## config.mk

```make
export PLATFORM = sky130hd
export DESIGN_NAME = ucr_channel_regs
export DESIGN_NICKNAME = d
export VERILOG_FILES = /design/src/pkg/ucr_pkg.sv /design/src/design/ucr_channel_regs.sv
export VERILOG_INCLUDE_DIRS = /design/src /design/src/pkg
export SDC_FILE = /design/constraint.sdc
export NUM_CORES = 1
export LEC_CHECK = 0
export BUFFER_PORTS_ARGS = -buffer_cell sky130_fd_sc_hd__buf_2
export CAP_MARGIN = 40
export CORE_AREA = 2 2 496 498
export CTS_CLUSTER_SIZE = 40
export DETAILED_ROUTE_END_ITERATION = 8
export DIE_AREA = 0 0 498 500
export SYNTH_ARGS = -nofsm -noshare
export SYNTH_HDL_FRONTEND = slang
export SYNTH_SLANG_ARGS = --single-unit
```

## constraint.sdc

```tcl
create_clock -name ref_clk -period 78.1 [get_ports ref_clk]
set_input_delay 7.81 -clock ref_clk [delete_from_list [all_inputs] [get_ports ref_clk]]
set_output_delay 7.81 -clock ref_clk [all_outputs]
set_load 0.02 [all_outputs]
```

## src/pkg/ucr_consts.svh

```systemverilog
// Offsets, field positions and reset values of the channel register bank
// Operation
// - Eight channels, sixteen bytes each, A3-A0
// - Low eight standard, upper eight enhanced
// - Bank zero: location 0 receive/transmit
// - Bank one: divisor low, high, fraction
// - Location 1 is interrupt enable
// - Location 2 read is interrupt status
// - Location 2 write is FIFO control
// - Location 3 is line control, both banks
// - Location 4 is modem control
// - Location 5 is read-only line status
// - Location 6: modem status, half-duplex control
// - Location 7 is a plain scratch byte
// - Location 9 is enhanced function
// - Extended fields need enhanced bit four
// - Location 12: stop char one, flags
// - Location 13: stop char two
// - Location 14: resume char one
// - Location 15: resume char two
// - Flow flags low nibble, clear on read
`ifndef UCR_CONSTS_SVH
`define UCR_CONSTS_SVH
`define UCR_CHANNELS 8
`define UCR_LOC_DATA 4'h0
`define UCR_LOC_IER 4'h1
`define UCR_LOC_ISR 4'h2
`define UCR_LOC_LCR 4'h3
`define UCR_LOC_MCR 4'h4
`define UCR_LOC_LSR 4'h5
`define UCR_LOC_MSR 4'h6
`define UCR_LOC_SPR 4'h7
`define UCR_LOC_FEATURE_CONTROL 4'h8
`define UCR_LOC_EFR 4'h9
`define UCR_LOC_RSV_A 4'hA
`define UCR_LOC_RSV_B 4'hB
`define UCR_LOC_STOP1 4'hC
`define UCR_LOC_STOP2 4'hD
`define UCR_LOC_RES1 4'hE
`define UCR_LOC_RES2 4'hF
`define UCR_DIV_ACCESS_BIT 7
`define UCR_ENH_BIT 4
`define UCR_FIFO_EN_BIT 0
`define UCR_RST_BYTE 8'h00
`define UCR_FEATURE_CONTROL_MASK 8'h30
`define UCR_FRAC_MASK 8'h0F
`endif

```

## src/pkg/ucr_pkg.sv

```systemverilog
// Shared types of the channel register bank
package ucr_pkg;
	// One register byte
	typedef logic [7:0] ucr_byte_t;
	// Four flow-character flags of one channel
	typedef logic [3:0] ucr_flags_t;
endpackage

```

## src/design/ucr_channel_regs.sv

```systemverilog
// Register file and host-bus decode of an eight-channel serial controller
`timescale 1ns/100ps
`include "ucr_consts.svh"
module ucr_channel_regs
	import ucr_pkg::*;
(
	input wire logic ref_clk,
	input wire logic arst_n,
	input wire logic cs_n,
	input wire logic ior_n,
	input wire logic iow_n,
	input wire logic [6:0] addr,
	input wire logic [7:0] data_in,
	output logic [7:0] data_out,
	output logic data_oe,
	input wire ucr_byte_t rx_char [`UCR_CHANNELS],
	input wire ucr_byte_t line_status_in [`UCR_CHANNELS],
	input wire ucr_byte_t modem_status_in [`UCR_CHANNELS],
	input wire logic [3:0] int_source [`UCR_CHANNELS],
	input wire logic [1:0] isr_ext [`UCR_CHANNELS],
	input wire ucr_flags_t flow_event [`UCR_CHANNELS],
	output ucr_byte_t tx_data [`UCR_CHANNELS],
	output logic [7:0] tx_load,
	output logic [7:0] rx_read,
	output logic [7:0] rx_fifo_reset,
	output logic [7:0] tx_fifo_reset,
	output ucr_byte_t divisor_low [`UCR_CHANNELS],
	output ucr_byte_t divisor_high [`UCR_CHANNELS],
	output ucr_byte_t divisor_fraction [`UCR_CHANNELS],
	output ucr_byte_t interrupt_enable [`UCR_CHANNELS],
	output ucr_byte_t fifo_control [`UCR_CHANNELS],
	output ucr_byte_t line_control [`UCR_CHANNELS],
	output ucr_byte_t modem_control [`UCR_CHANNELS],
	output ucr_byte_t half_duplex_ctl [`UCR_CHANNELS],
	output ucr_byte_t feature_control [`UCR_CHANNELS],
	output ucr_byte_t enhanced_function [`UCR_CHANNELS],
	output ucr_byte_t stop_char_one [`UCR_CHANNELS],
	output ucr_byte_t stop_char_two [`UCR_CHANNELS],
	output ucr_byte_t resume_char_one [`UCR_CHANNELS],
	output ucr_byte_t resume_char_two [`UCR_CHANNELS]
);

	////////////////////////////////////////////////////////////////////////
	// Reset and pin synchronisers

	// Reset release chain
	logic [1:0] rst_sync;
	// Synchronised reset, active low
	logic rst_n;
	// First and second pin stages
	logic [17:0] pin_s1;
	logic [17:0] pin_s2;

	assign rst_n = rst_sync[1];

	// Release reset through two flops, assert at once
	always_ff @(posedge ref_clk or negedge arst_n)
	begin
		if (!arst_n)
			rst_sync <= 2'h0;
		else
			rst_sync <= {rst_sync[0], 1'b1};
	end

	// Bus pins are asynchronous to ref_clk; only s2 feeds logic
	always_ff @(posedge ref_clk or negedge rst_n)
	begin
		if (!rst_n)
		begin
			pin_s1 <= 18'h38000;
			pin_s2 <= 18'h38000;
		end
		else
		begin
			pin_s1 <= {cs_n, ior_n, iow_n, addr, data_in};
			pin_s2 <= pin_s1;
		end
	end

	////////////////////////////////////////////////////////////////////////
	// Strobe edges

	// Synchronised strobes and fields
	logic rd_now;
	logic wr_now;
	logic [2:0] wch;
	logic [3:0] wloc;
	ucr_byte_t wdata;
	// Previous strobe levels
	logic rd_act;
	logic wr_act;
	// One-cycle strobe events
	logic rd_start;
	logic rd_end;
	logic wr_fire;
	// Address held across a read
	logic [2:0] rch;
	logic [3:0] rloc;

	assign rd_now = ~pin_s2[17] & ~pin_s2[16];
	assign wr_now = ~pin_s2[17] & ~pin_s2[15];
	// Upper address lines pick the channel
	assign wch = pin_s2[14:12];
	// low four lines
	// Location inside the channel set
	assign wloc = pin_s2[11:8];
	assign wdata = pin_s2[7:0];
	assign rd_start = rd_now & ~rd_act;
	assign rd_end = ~rd_now & rd_act;
	// Write acts once, at the leading edge of the strobe
	assign wr_fire = wr_now & ~wr_act;

	// Strobe history
	always_ff @(posedge ref_clk or negedge rst_n)
	begin
		if (!rst_n)
		begin
			rd_act <= 1'b0;
			wr_act <= 1'b0;
		end
		else
		begin
			rd_act <= rd_now;
			wr_act <= wr_now;
		end
	end

	// Read address held so the trailing-edge effects hit it
	always_ff @(posedge ref_clk or negedge rst_n)
	begin
		if (!rst_n)
		begin
			rch <= 3'h0;
			rloc <= 4'h0;
		end
		else if (rd_start)
		begin
			rch <= wch;
			rloc <= wloc;
		end
	end

	////////////////////////////////////////////////////////////////////////
	// Per-channel register file

	// Scratch bytes and flow flags
	ucr_byte_t scratch_pad [`UCR_CHANNELS];
	ucr_flags_t flow_flags [`UCR_CHANNELS];

	genvar ch;
	generate
		for (ch = 0; ch < `UCR_CHANNELS; ch++)
		begin : g_chan
			// Write to this channel this cycle
			logic sel;
			logic dlab;
			logic enh;
			logic flag_clr;

			assign sel = wr_fire && (wch == 3'(ch));
			assign dlab = line_control[ch][`UCR_DIV_ACCESS_BIT];
			assign enh = enhanced_function[ch][`UCR_ENH_BIT];
			// clear after read
			// Clear at the end of a flag read
			assign flag_clr = rd_end && (rch == 3'(ch)) &&
				(rloc == `UCR_LOC_STOP1);

			// set wins
			// Events land even in the clearing cycle
			always_ff @(posedge ref_clk or negedge rst_n)
			begin
				if (!rst_n)
					flow_flags[ch] <= 4'h0;
				else
					flow_flags[ch] <= (flag_clr ? 4'h0 : flow_flags[ch])
						| flow_event[ch];
			end

			// Strobe pulses towards the channel datapath
			always_ff @(posedge ref_clk or negedge rst_n)
			begin
				if (!rst_n)
				begin
					tx_load[ch] <= 1'b0;
					rx_read[ch] <= 1'b0;
					rx_fifo_reset[ch] <= 1'b0;
					tx_fifo_reset[ch] <= 1'b0;
				end
				else
				begin
					tx_load[ch] <= sel && wloc == `UCR_LOC_DATA && !dlab;
					rx_read[ch] <= rd_end && rch == 3'(ch) &&
						rloc == `UCR_LOC_DATA && !dlab;
					rx_fifo_reset[ch] <= sel && wloc == `UCR_LOC_ISR &&
						!dlab && wdata[1];
					tx_fifo_reset[ch] <= sel && wloc == `UCR_LOC_ISR &&
						!dlab && wdata[2];
				end
			end

			// Configuration bytes
			always_ff @(posedge ref_clk or negedge rst_n)
			begin
				if (!rst_n)
				begin
					tx_data[ch] <= `UCR_RST_BYTE;
					divisor_low[ch] <= `UCR_RST_BYTE;
					divisor_high[ch] <= `UCR_RST_BYTE;
					divisor_fraction[ch] <= `UCR_RST_BYTE;
					interrupt_enable[ch] <= `UCR_RST_BYTE;
					fifo_control[ch] <= `UCR_RST_BYTE;
					line_control[ch] <= `UCR_RST_BYTE;
					modem_control[ch] <= `UCR_RST_BYTE;
					half_duplex_ctl[ch] <= `UCR_RST_BYTE;
					scratch_pad[ch] <= `UCR_RST_BYTE;
					feature_control[ch] <= `UCR_RST_BYTE;
					enhanced_function[ch] <= `UCR_RST_BYTE;
					stop_char_one[ch] <= `UCR_RST_BYTE;
					stop_char_two[ch] <= `UCR_RST_BYTE;
					resume_char_one[ch] <= `UCR_RST_BYTE;
					resume_char_two[ch] <= `UCR_RST_BYTE;
				end
				else if (sel)
				begin
					unique case (wloc)
						`UCR_LOC_DATA:
							if (dlab)
								divisor_low[ch] <= wdata;
							else
								tx_data[ch] <= wdata;
						`UCR_LOC_IER:
							if (dlab)
								divisor_high[ch] <= wdata;
							else
								interrupt_enable[ch] <= {enh ? wdata[7:5] : 3'h0,
									1'b0, wdata[3:0]};
						`UCR_LOC_ISR:
							if (dlab)
								divisor_fraction[ch] <= wdata & `UCR_FRAC_MASK;
							else
								fifo_control[ch] <= {wdata[7:6],
									enh ? wdata[5:4] : 2'h0, wdata[3], 2'h0,
									wdata[0]};
						`UCR_LOC_LCR:
							line_control[ch] <= wdata;
						`UCR_LOC_MCR:
							modem_control[ch] <= {enh ? wdata[7:5] : 3'h0,
								wdata[4], enh ? wdata[3:2] : 2'h0, wdata[1:0]};
						`UCR_LOC_MSR:
							half_duplex_ctl[ch] <= enh ?
								{wdata[7:2], 1'b0, wdata[0]} : 8'h00;
						`UCR_LOC_SPR:
							scratch_pad[ch] <= wdata;
						`UCR_LOC_FEATURE_CONTROL:
							feature_control[ch] <= wdata & `UCR_FEATURE_CONTROL_MASK;
						`UCR_LOC_EFR:
							enhanced_function[ch] <= wdata;
						`UCR_LOC_STOP1:
							stop_char_one[ch] <= wdata;
						`UCR_LOC_STOP2:
							stop_char_two[ch] <= wdata;
						`UCR_LOC_RES1:
							resume_char_one[ch] <= wdata;
						`UCR_LOC_RES2:
							resume_char_two[ch] <= wdata;
						`UCR_LOC_LSR, `UCR_LOC_RSV_A, `UCR_LOC_RSV_B:
						begin
						end
					endcase
				end
				else if (!enh)
				begin
					// drop extended fields
					// Stale enhanced settings must not act once disabled
					interrupt_enable[ch][7:5] <= 3'h0;
					fifo_control[ch][5:4] <= 2'h0;
					modem_control[ch][7:5] <= 3'h0;
					modem_control[ch][3:2] <= 2'h0;
					half_duplex_ctl[ch] <= 8'h00;
				end
			end
		end
	endgenerate

	////////////////////////////////////////////////////////////////////////
	// Read path

	// Value for the addressed location
	ucr_byte_t next_rdata;
	// Bank and enhanced bits of the addressed channel
	logic rdlab;
	logic renh;

	assign rdlab = line_control[wch][`UCR_DIV_ACCESS_BIT];
	assign renh = enhanced_function[wch][`UCR_ENH_BIT];

	// Read multiplexer
	always_comb
	begin
		next_rdata = 8'h00;
		unique case (wloc)
			`UCR_LOC_DATA:
				next_rdata = rdlab ? divisor_low[wch] : rx_char[wch];
			`UCR_LOC_IER:
				next_rdata = rdlab ? divisor_high[wch]
					: interrupt_enable[wch];
			`UCR_LOC_ISR:
				next_rdata = rdlab ? divisor_fraction[wch] :
					{{2{fifo_control[wch][`UCR_FIFO_EN_BIT]}},
					renh ? isr_ext[wch] : 2'h0, int_source[wch]};
			`UCR_LOC_LCR:
				next_rdata = line_control[wch];
			`UCR_LOC_MCR:
				next_rdata = modem_control[wch];
			`UCR_LOC_LSR:
				next_rdata = line_status_in[wch];
			`UCR_LOC_MSR:
				next_rdata = modem_status_in[wch];
			`UCR_LOC_SPR:
				next_rdata = scratch_pad[wch];
			`UCR_LOC_FEATURE_CONTROL:
				next_rdata = feature_control[wch];
			`UCR_LOC_EFR:
				next_rdata = enhanced_function[wch];
			`UCR_LOC_STOP1:
				next_rdata = {4'h0, flow_flags[wch]};
			`UCR_LOC_RSV_A, `UCR_LOC_RSV_B, `UCR_LOC_STOP2,
			`UCR_LOC_RES1, `UCR_LOC_RES2:
				next_rdata = 8'h00;
		endcase
	end

	// Data captured once per read, driven while the strobe lasts
	always_ff @(posedge ref_clk or negedge rst_n)
	begin
		if (!rst_n)
		begin
			data_out <= 8'h00;
			data_oe <= 1'b0;
		end
		else
		begin
			data_oe <= rd_now;
			if (rd_start)
				data_out <= next_rdata;
		end
	end
endmodule

```

======== Yosys cells after proc, flatten, opt, wreduce, memory -nomap -nowiden ========
Index checks and enable logic that the tools add are counted.
word-level totals
  register bits ........................... 1039
  input bits .............................. 292
  output and inout port bits .............. 1001
  word-level logic and storage cells ...... 765
operators by class
  $lt $le $gt $ge ......................... 1
  eq/ne operators ......................... 78
  muxes and demuxes ....................... 205
  bitwise logic cells ..................... 28
  reduce and logical (&&, ||, !) cells .... 253
operators with widths
  cell                                           number
  two-way mux 8 bit                              83
  binary-select mux 8 bit (select 3 bit)         13
  AND reduction 3 bit                            64
  AND reduction 2 bit                            88
  two-way mux 3 bit                              32
  two-way mux 6 bit                              16
  case mux 8 bit (12 select lines)               1
  logical AND 1 bit                              88
  two-way mux 2 bit                              43
  != test 2 x 1 -> 1 bit, second input constant  40
  two-way mux 4 bit                              12
  == test 4 bit, second input constant           9
  bitwise OR 4 bit                               8
  binary-select mux 4 bit (select 3 bit)         2
  == test 3 bit, second input constant           8
  == test 4 x 3 -> 1 bit, second input constant  4
  != test 2 bit, second input constant           8
  NOT 1 bit                                      14
  == test 3 x 2 -> 1 bit, second input constant  4
  == test 4 x 2 -> 1 bit, second input constant  2
  zero test 1 bit                                8
  zero test 4 bit                                2
  binary-select mux 2 bit (select 3 bit)         1
  == test 3 x 1 -> 1 bit, second input constant  2
  7 further kinds                                13

======== Longest topological paths before layout ========
  depth after elaboration ................. 8
  depth in mapped cells ................... 11
  mapped depth without buffers ............ 6

======== Worst setup path after synthesis ========
Ideal clock, no wire load.
  path type ............................... input-to-reg
  start ................................... input port isr_ext[0] in the netlist's numbering
  end ..................................... register data_out[4]
  library setup time ...................... 0.134 ns
  arrival ................................. 9.134 ns
  data required time ...................... 77.966 ns
  setup slack ............................. 68.832 ns
  stages on the path ...................... 5
  path buffers ............................ 0
  cells stage by stage .................... mux4_2 > mux2_2 > a31o_2 > a222oi_1 > a21oi_1
on the way
  cells in the longest elaborated chain, start to end .. 6
RTL lines
  what                                                   line                     RTL
  from (decl)                                            ucr_channel_regs.sv:20   input wire logic [1:0] isr_ext [`UCR_CHANNELS],
  binary-select mux 2 bit (select 3 bit)                 ucr_channel_regs.sv:310  renh ? isr_ext[wch] : 2'h0, int_source[wch]};
  two-way mux 2 bit (not written as such) (2 in series)  ucr_channel_regs.sv:310
  two-way mux 2 bit                                      ucr_channel_regs.sv:310
  two-way mux 8 bit                                      ucr_channel_regs.sv:308  next_rdata = rdlab ? divisor_fraction[wch] :
  case mux 8 bit (12 select lines)                       ucr_channel_regs.sv:301  unique case (wloc)
  to (signal assigned)                                   ucr_channel_regs.sv:345  data_out <= next_rdata;
  to (decl)                                              ucr_channel_regs.sv:14   output logic [7:0] data_out,
Every way passes these cells. The select of a mux whose other input is x is not followed.
A chain may end at the register's enable or synchronous reset.

======== Worst setup path after layout ========
  start ................................... register line_control[15] in the netlist's numbering
  end ..................................... output port line_control[15] in the netlist's numbering
RTL lines
  what                               line                     RTL
  from (decl)                        ucr_channel_regs.sv:32   output ucr_byte_t line_control [`UCR_CHANNELS],
  from (signal, indexed assignment)  ucr_channel_regs.sv:212  line_control[ch] <= `UCR_RST_BYTE;
  from (signal, indexed assignment)  ucr_channel_regs.sv:245  line_control[ch] <= wdata;
No word-level cell between the ends.

==> out/results.tsv <==
stage	metric	value	unit
status	status	complete, no violations	
sta	worst hold margin	347	ps
synthesis	EDFF count, synth	0	
hold_path	hold-critical path depth	0	
setup_path	Setup CP Type	flip-flop to output pin	
finish	fraction of layout cells with a size suffix above 1	0.572	
power_and_ir_drop	switching share of total power	0.284	
finish	Syn-to-layout area delta	30.4	%
setup_path	FF-to-FF Start	pin_s2[12]$_DFF_PN0_	
clocking	total clock sinks	1031	
die	site row count	182	
global_route	number of global-route vias before repair	36736	
setup_path	reg2reg setup slack	73370	ps
global_route	initial antenna violation count	94	
setup_path	CP arrival	1780	ps
synthesis	Syn. warnings	0	
sta	final-report hold violation count	0	
synthesis	Post-Syn Area	0.0471	sq mm
sta	Slew Limit Headroom	0.283	
finish	Final nets	4801	
die	Initial Util	0.193	
sta	Tcrit/Tclk final	0.123	
sta	fin crit period	9590	ps
die	Die Wd	498	microns
power_and_ir_drop	leakage	31.2	nW
clocking	clk slew on worst S/H paths	60	ps
power_and_ir_drop	P_int	0.925	mW
detailed_routing	M1 WL	106000	microns
clocking	maximum buffer depth of the clock tree	3	
hold_path	Hold Crit Class	flip-flop to flip-flop	
sta	final setup vio count	0	
die	Core ar.	0.244	sq mm
die	die height	500	microns
setup_path	Worst Path Required	70290	ps
synthesis	Post-Synthesis Cells	3302	
finish	most frequent cells in the layout	buf_2, dfrtp_1, mux2_2	
synthesis	post-synthesis sequential area ratio	0.548	
global_route	GRT overflow	0	
power_and_ir_drop	Sw Pwr	0.367	mW
detailed_routing	Iteration-0 DRC Markers	2709	
placement	DP Wirelength	210000	microns
finish	most common library cell in the layout ignoring fill and taps	buf_2	
clocking	CTS HTree Levels	3	
placement	PortBufs	1180	
clocking	# hold bufs at CTS	0	
detailed_routing	routed wire length	270000	microns
power_and_ir_drop	Clock Power Share	0.460	
detailed_routing	vias per std cell	4.61	
power_and_ir_drop	Worst VDD drop	0.0167	mV
clocking	CTS tree	yes	
detailed_routing	met3 WL post-DR	19300	microns
clocking	cts bufs inserted	118	
job	Max-Cap Viols	0	
detailed_routing	DRC viols	0	
detailed_routing	top layer in use	met5	
die	# IOs	1293	
setup_path	CP Capture Type	output pin	
power_and_ir_drop	Flop pwr share	0.437	
global_route	largest net degree at the start of global routing	163	
detailed_routing	drt wl/cell	34.3	microns
placement	routability congestion estimate	0.872	
sta	Worst-Margin Slew	1080	ps
power_and_ir_drop	Power Density	21.0	mW/mm^2
sta	Sum Neg Setup Slack	0	ps
detailed_routing	total number of vias	36348	
sta	Max Freq	0.104	GHz
setup_path	reg2reg path depth	9	
sta	clock skew	63.0	ps
synthesis	Syn Area/Cell	14.3	sq um
setup_path	startpoint types	flip-flop	
global_route	first-pass GRT wire length	353000	microns
detailed_routing	post-route ant nets	0	
synthesis	#FFs+latches synth	1031	
power_and_ir_drop	combinational power share	0.103	
sta	Slew Limit Fails	0	
synthesis	Async SR Flop Fraction	1.00	
synthesis	Synth cell types	70	
setup_path	FF-to-FF End	data_out[6]$_DFFE_PN0P_	
synthesis	ys flop type	dfrtp_1	
setup_path	crit path from	line_control[15]$_DFFE_PN0P_	
clocking	CTS root buf	clkbuf_16	
global_route	Tot GR Track Use	0.210	
clocking	number of gates resized after CTS	0	
die	Die ar.	0.249	sq mm
hold_path	min-delay src	pin_s1[13]$_DFF_PN0_	
sta	unrepaired setup endpoints after global routing	no	
detailed_routing	First-pass DRT Iterations	6	
hold_path	Worst Hold End	pin_s2[13]$_DFF_PN0_	
detailed_routing	Met2 Wirelength	130000	microns
clocking	post-CTS setup buffers	0	
clocking	Clock Latency Late Sink	790	ps
setup_path	crit-path max FO	10	
synth_stat cells, types with 4 or more instances:
master    instances  area, sq um
dfrtp_1        1025        25600
mux2_2          835         9400
a22o_1          228         2000
buf_4           143         1070
clkbuf_1        138          518
mux4_2          136         3060
nand2_1         107          402
mux2i_1          98          981
nor2_1           83          312
buf_2            54          270
nand3_1          37          185
a21o_1           32          240
a22oi_1          32          240
o21ai_0          28          140
a21oi_1          27          135
and2_1           21          131
nand2_2          17          106
buf_6            16          180
nor2_2           16          100
nor2b_1          16          100
a221oi_1         15          131
nor3_1           15         75.1
a211oi_1         14          105
buf_1            13         48.8
nor3_2           13          130
o22ai_1          13         81.3
nand2b_1         10         62.6
a31oi_1           9         56.3
nor3_4            9          146
a221o_1           8         80.1
a32o_1            8         80.1
nand3_2           7         70.1
dfstp_2           6          158
and3_1            5         31.3
nor4bb_1          5         50.1
or3_1             5         31.3
a31o_2            4         35.0
a41oi_1           4         35.0
nor4_1            4         25.0
power groups by stage:
stage / clock network [mW] / registers [mW] / logic (mW)
2_1_floorplan: 0 / 0.589 / 0.0538
3_3_place_gp: 0 / 0.573 / 0.132
3_5_place_dp: 0 / 0.574 / 0.135
4_1_cts: 0.610 / 0.564 / 0.136
5_1_grt: 0.629 / 0.566 / 0.140
6_report: 0.593 / 0.565 / 0.133
stage by stage:
step	util	cell area, sq um	setup slack (ps)	cells	power, mW
floorplan	-	47500	47240	3413	0.642
global placement	0.231	56500	66760	7560	0.705
detailed placement	0.234	57100	67930	7608	0.709
CTS	0.251	61300	68380	7829	1.31
global route	0.251	61400	68410	7853	1.33
finish	0.251	61400	68510	7877	1.29
layer usage:
metal,GRT usage,up-vias
met4,0.109,24
met3,0.0492,441
li1,-,14594
met1,0.251,19226
met2,0.351,2063
met5,0,-
final cells by class:
cell class / count / area [sq um]
flip-flops and latches: 1031 / 25900
multi-input cells: 2016 / 19800
diodes: 47 / 118
repair buffers: 1340 / 7480
inverters: 2 / 7.51
clock inverters: 63 / 777
well taps: 3220 / 4030
fillers: 25629 / 183000
clock buffers: 158 / 3350
cell families after synthesis:
kind of cell,Yosys count,share of synthesized area
multiplexers,1074,0.287
flip-flops,1031,0.548
AO/OA/AOI/OAI,443,0.0753
AND/OR/NAND/NOR,386,0.0446
buffers and inverters,366,0.0446
other,2,0.000159
worst max-delay path: stages, from the launching register on:
cell     delay, ps
dfrtp_1        320
buf_4          410
buf_2          260
worst max-delay path by stage:
stage / slack (ps) / end
global placement: 66760 / data_out[6]$_DFFE_PN0P_
finish: 68510 / line_control[15]
global route: 68410 / line_control[31]
CTS: 68380 / line_control[31]
floorplan: 47240 / data_oe$_DFF_PN0_
detailed placement: 67930 / data_out[6]$_DFFE_PN0P_
(Power assumes the default switching activity.)
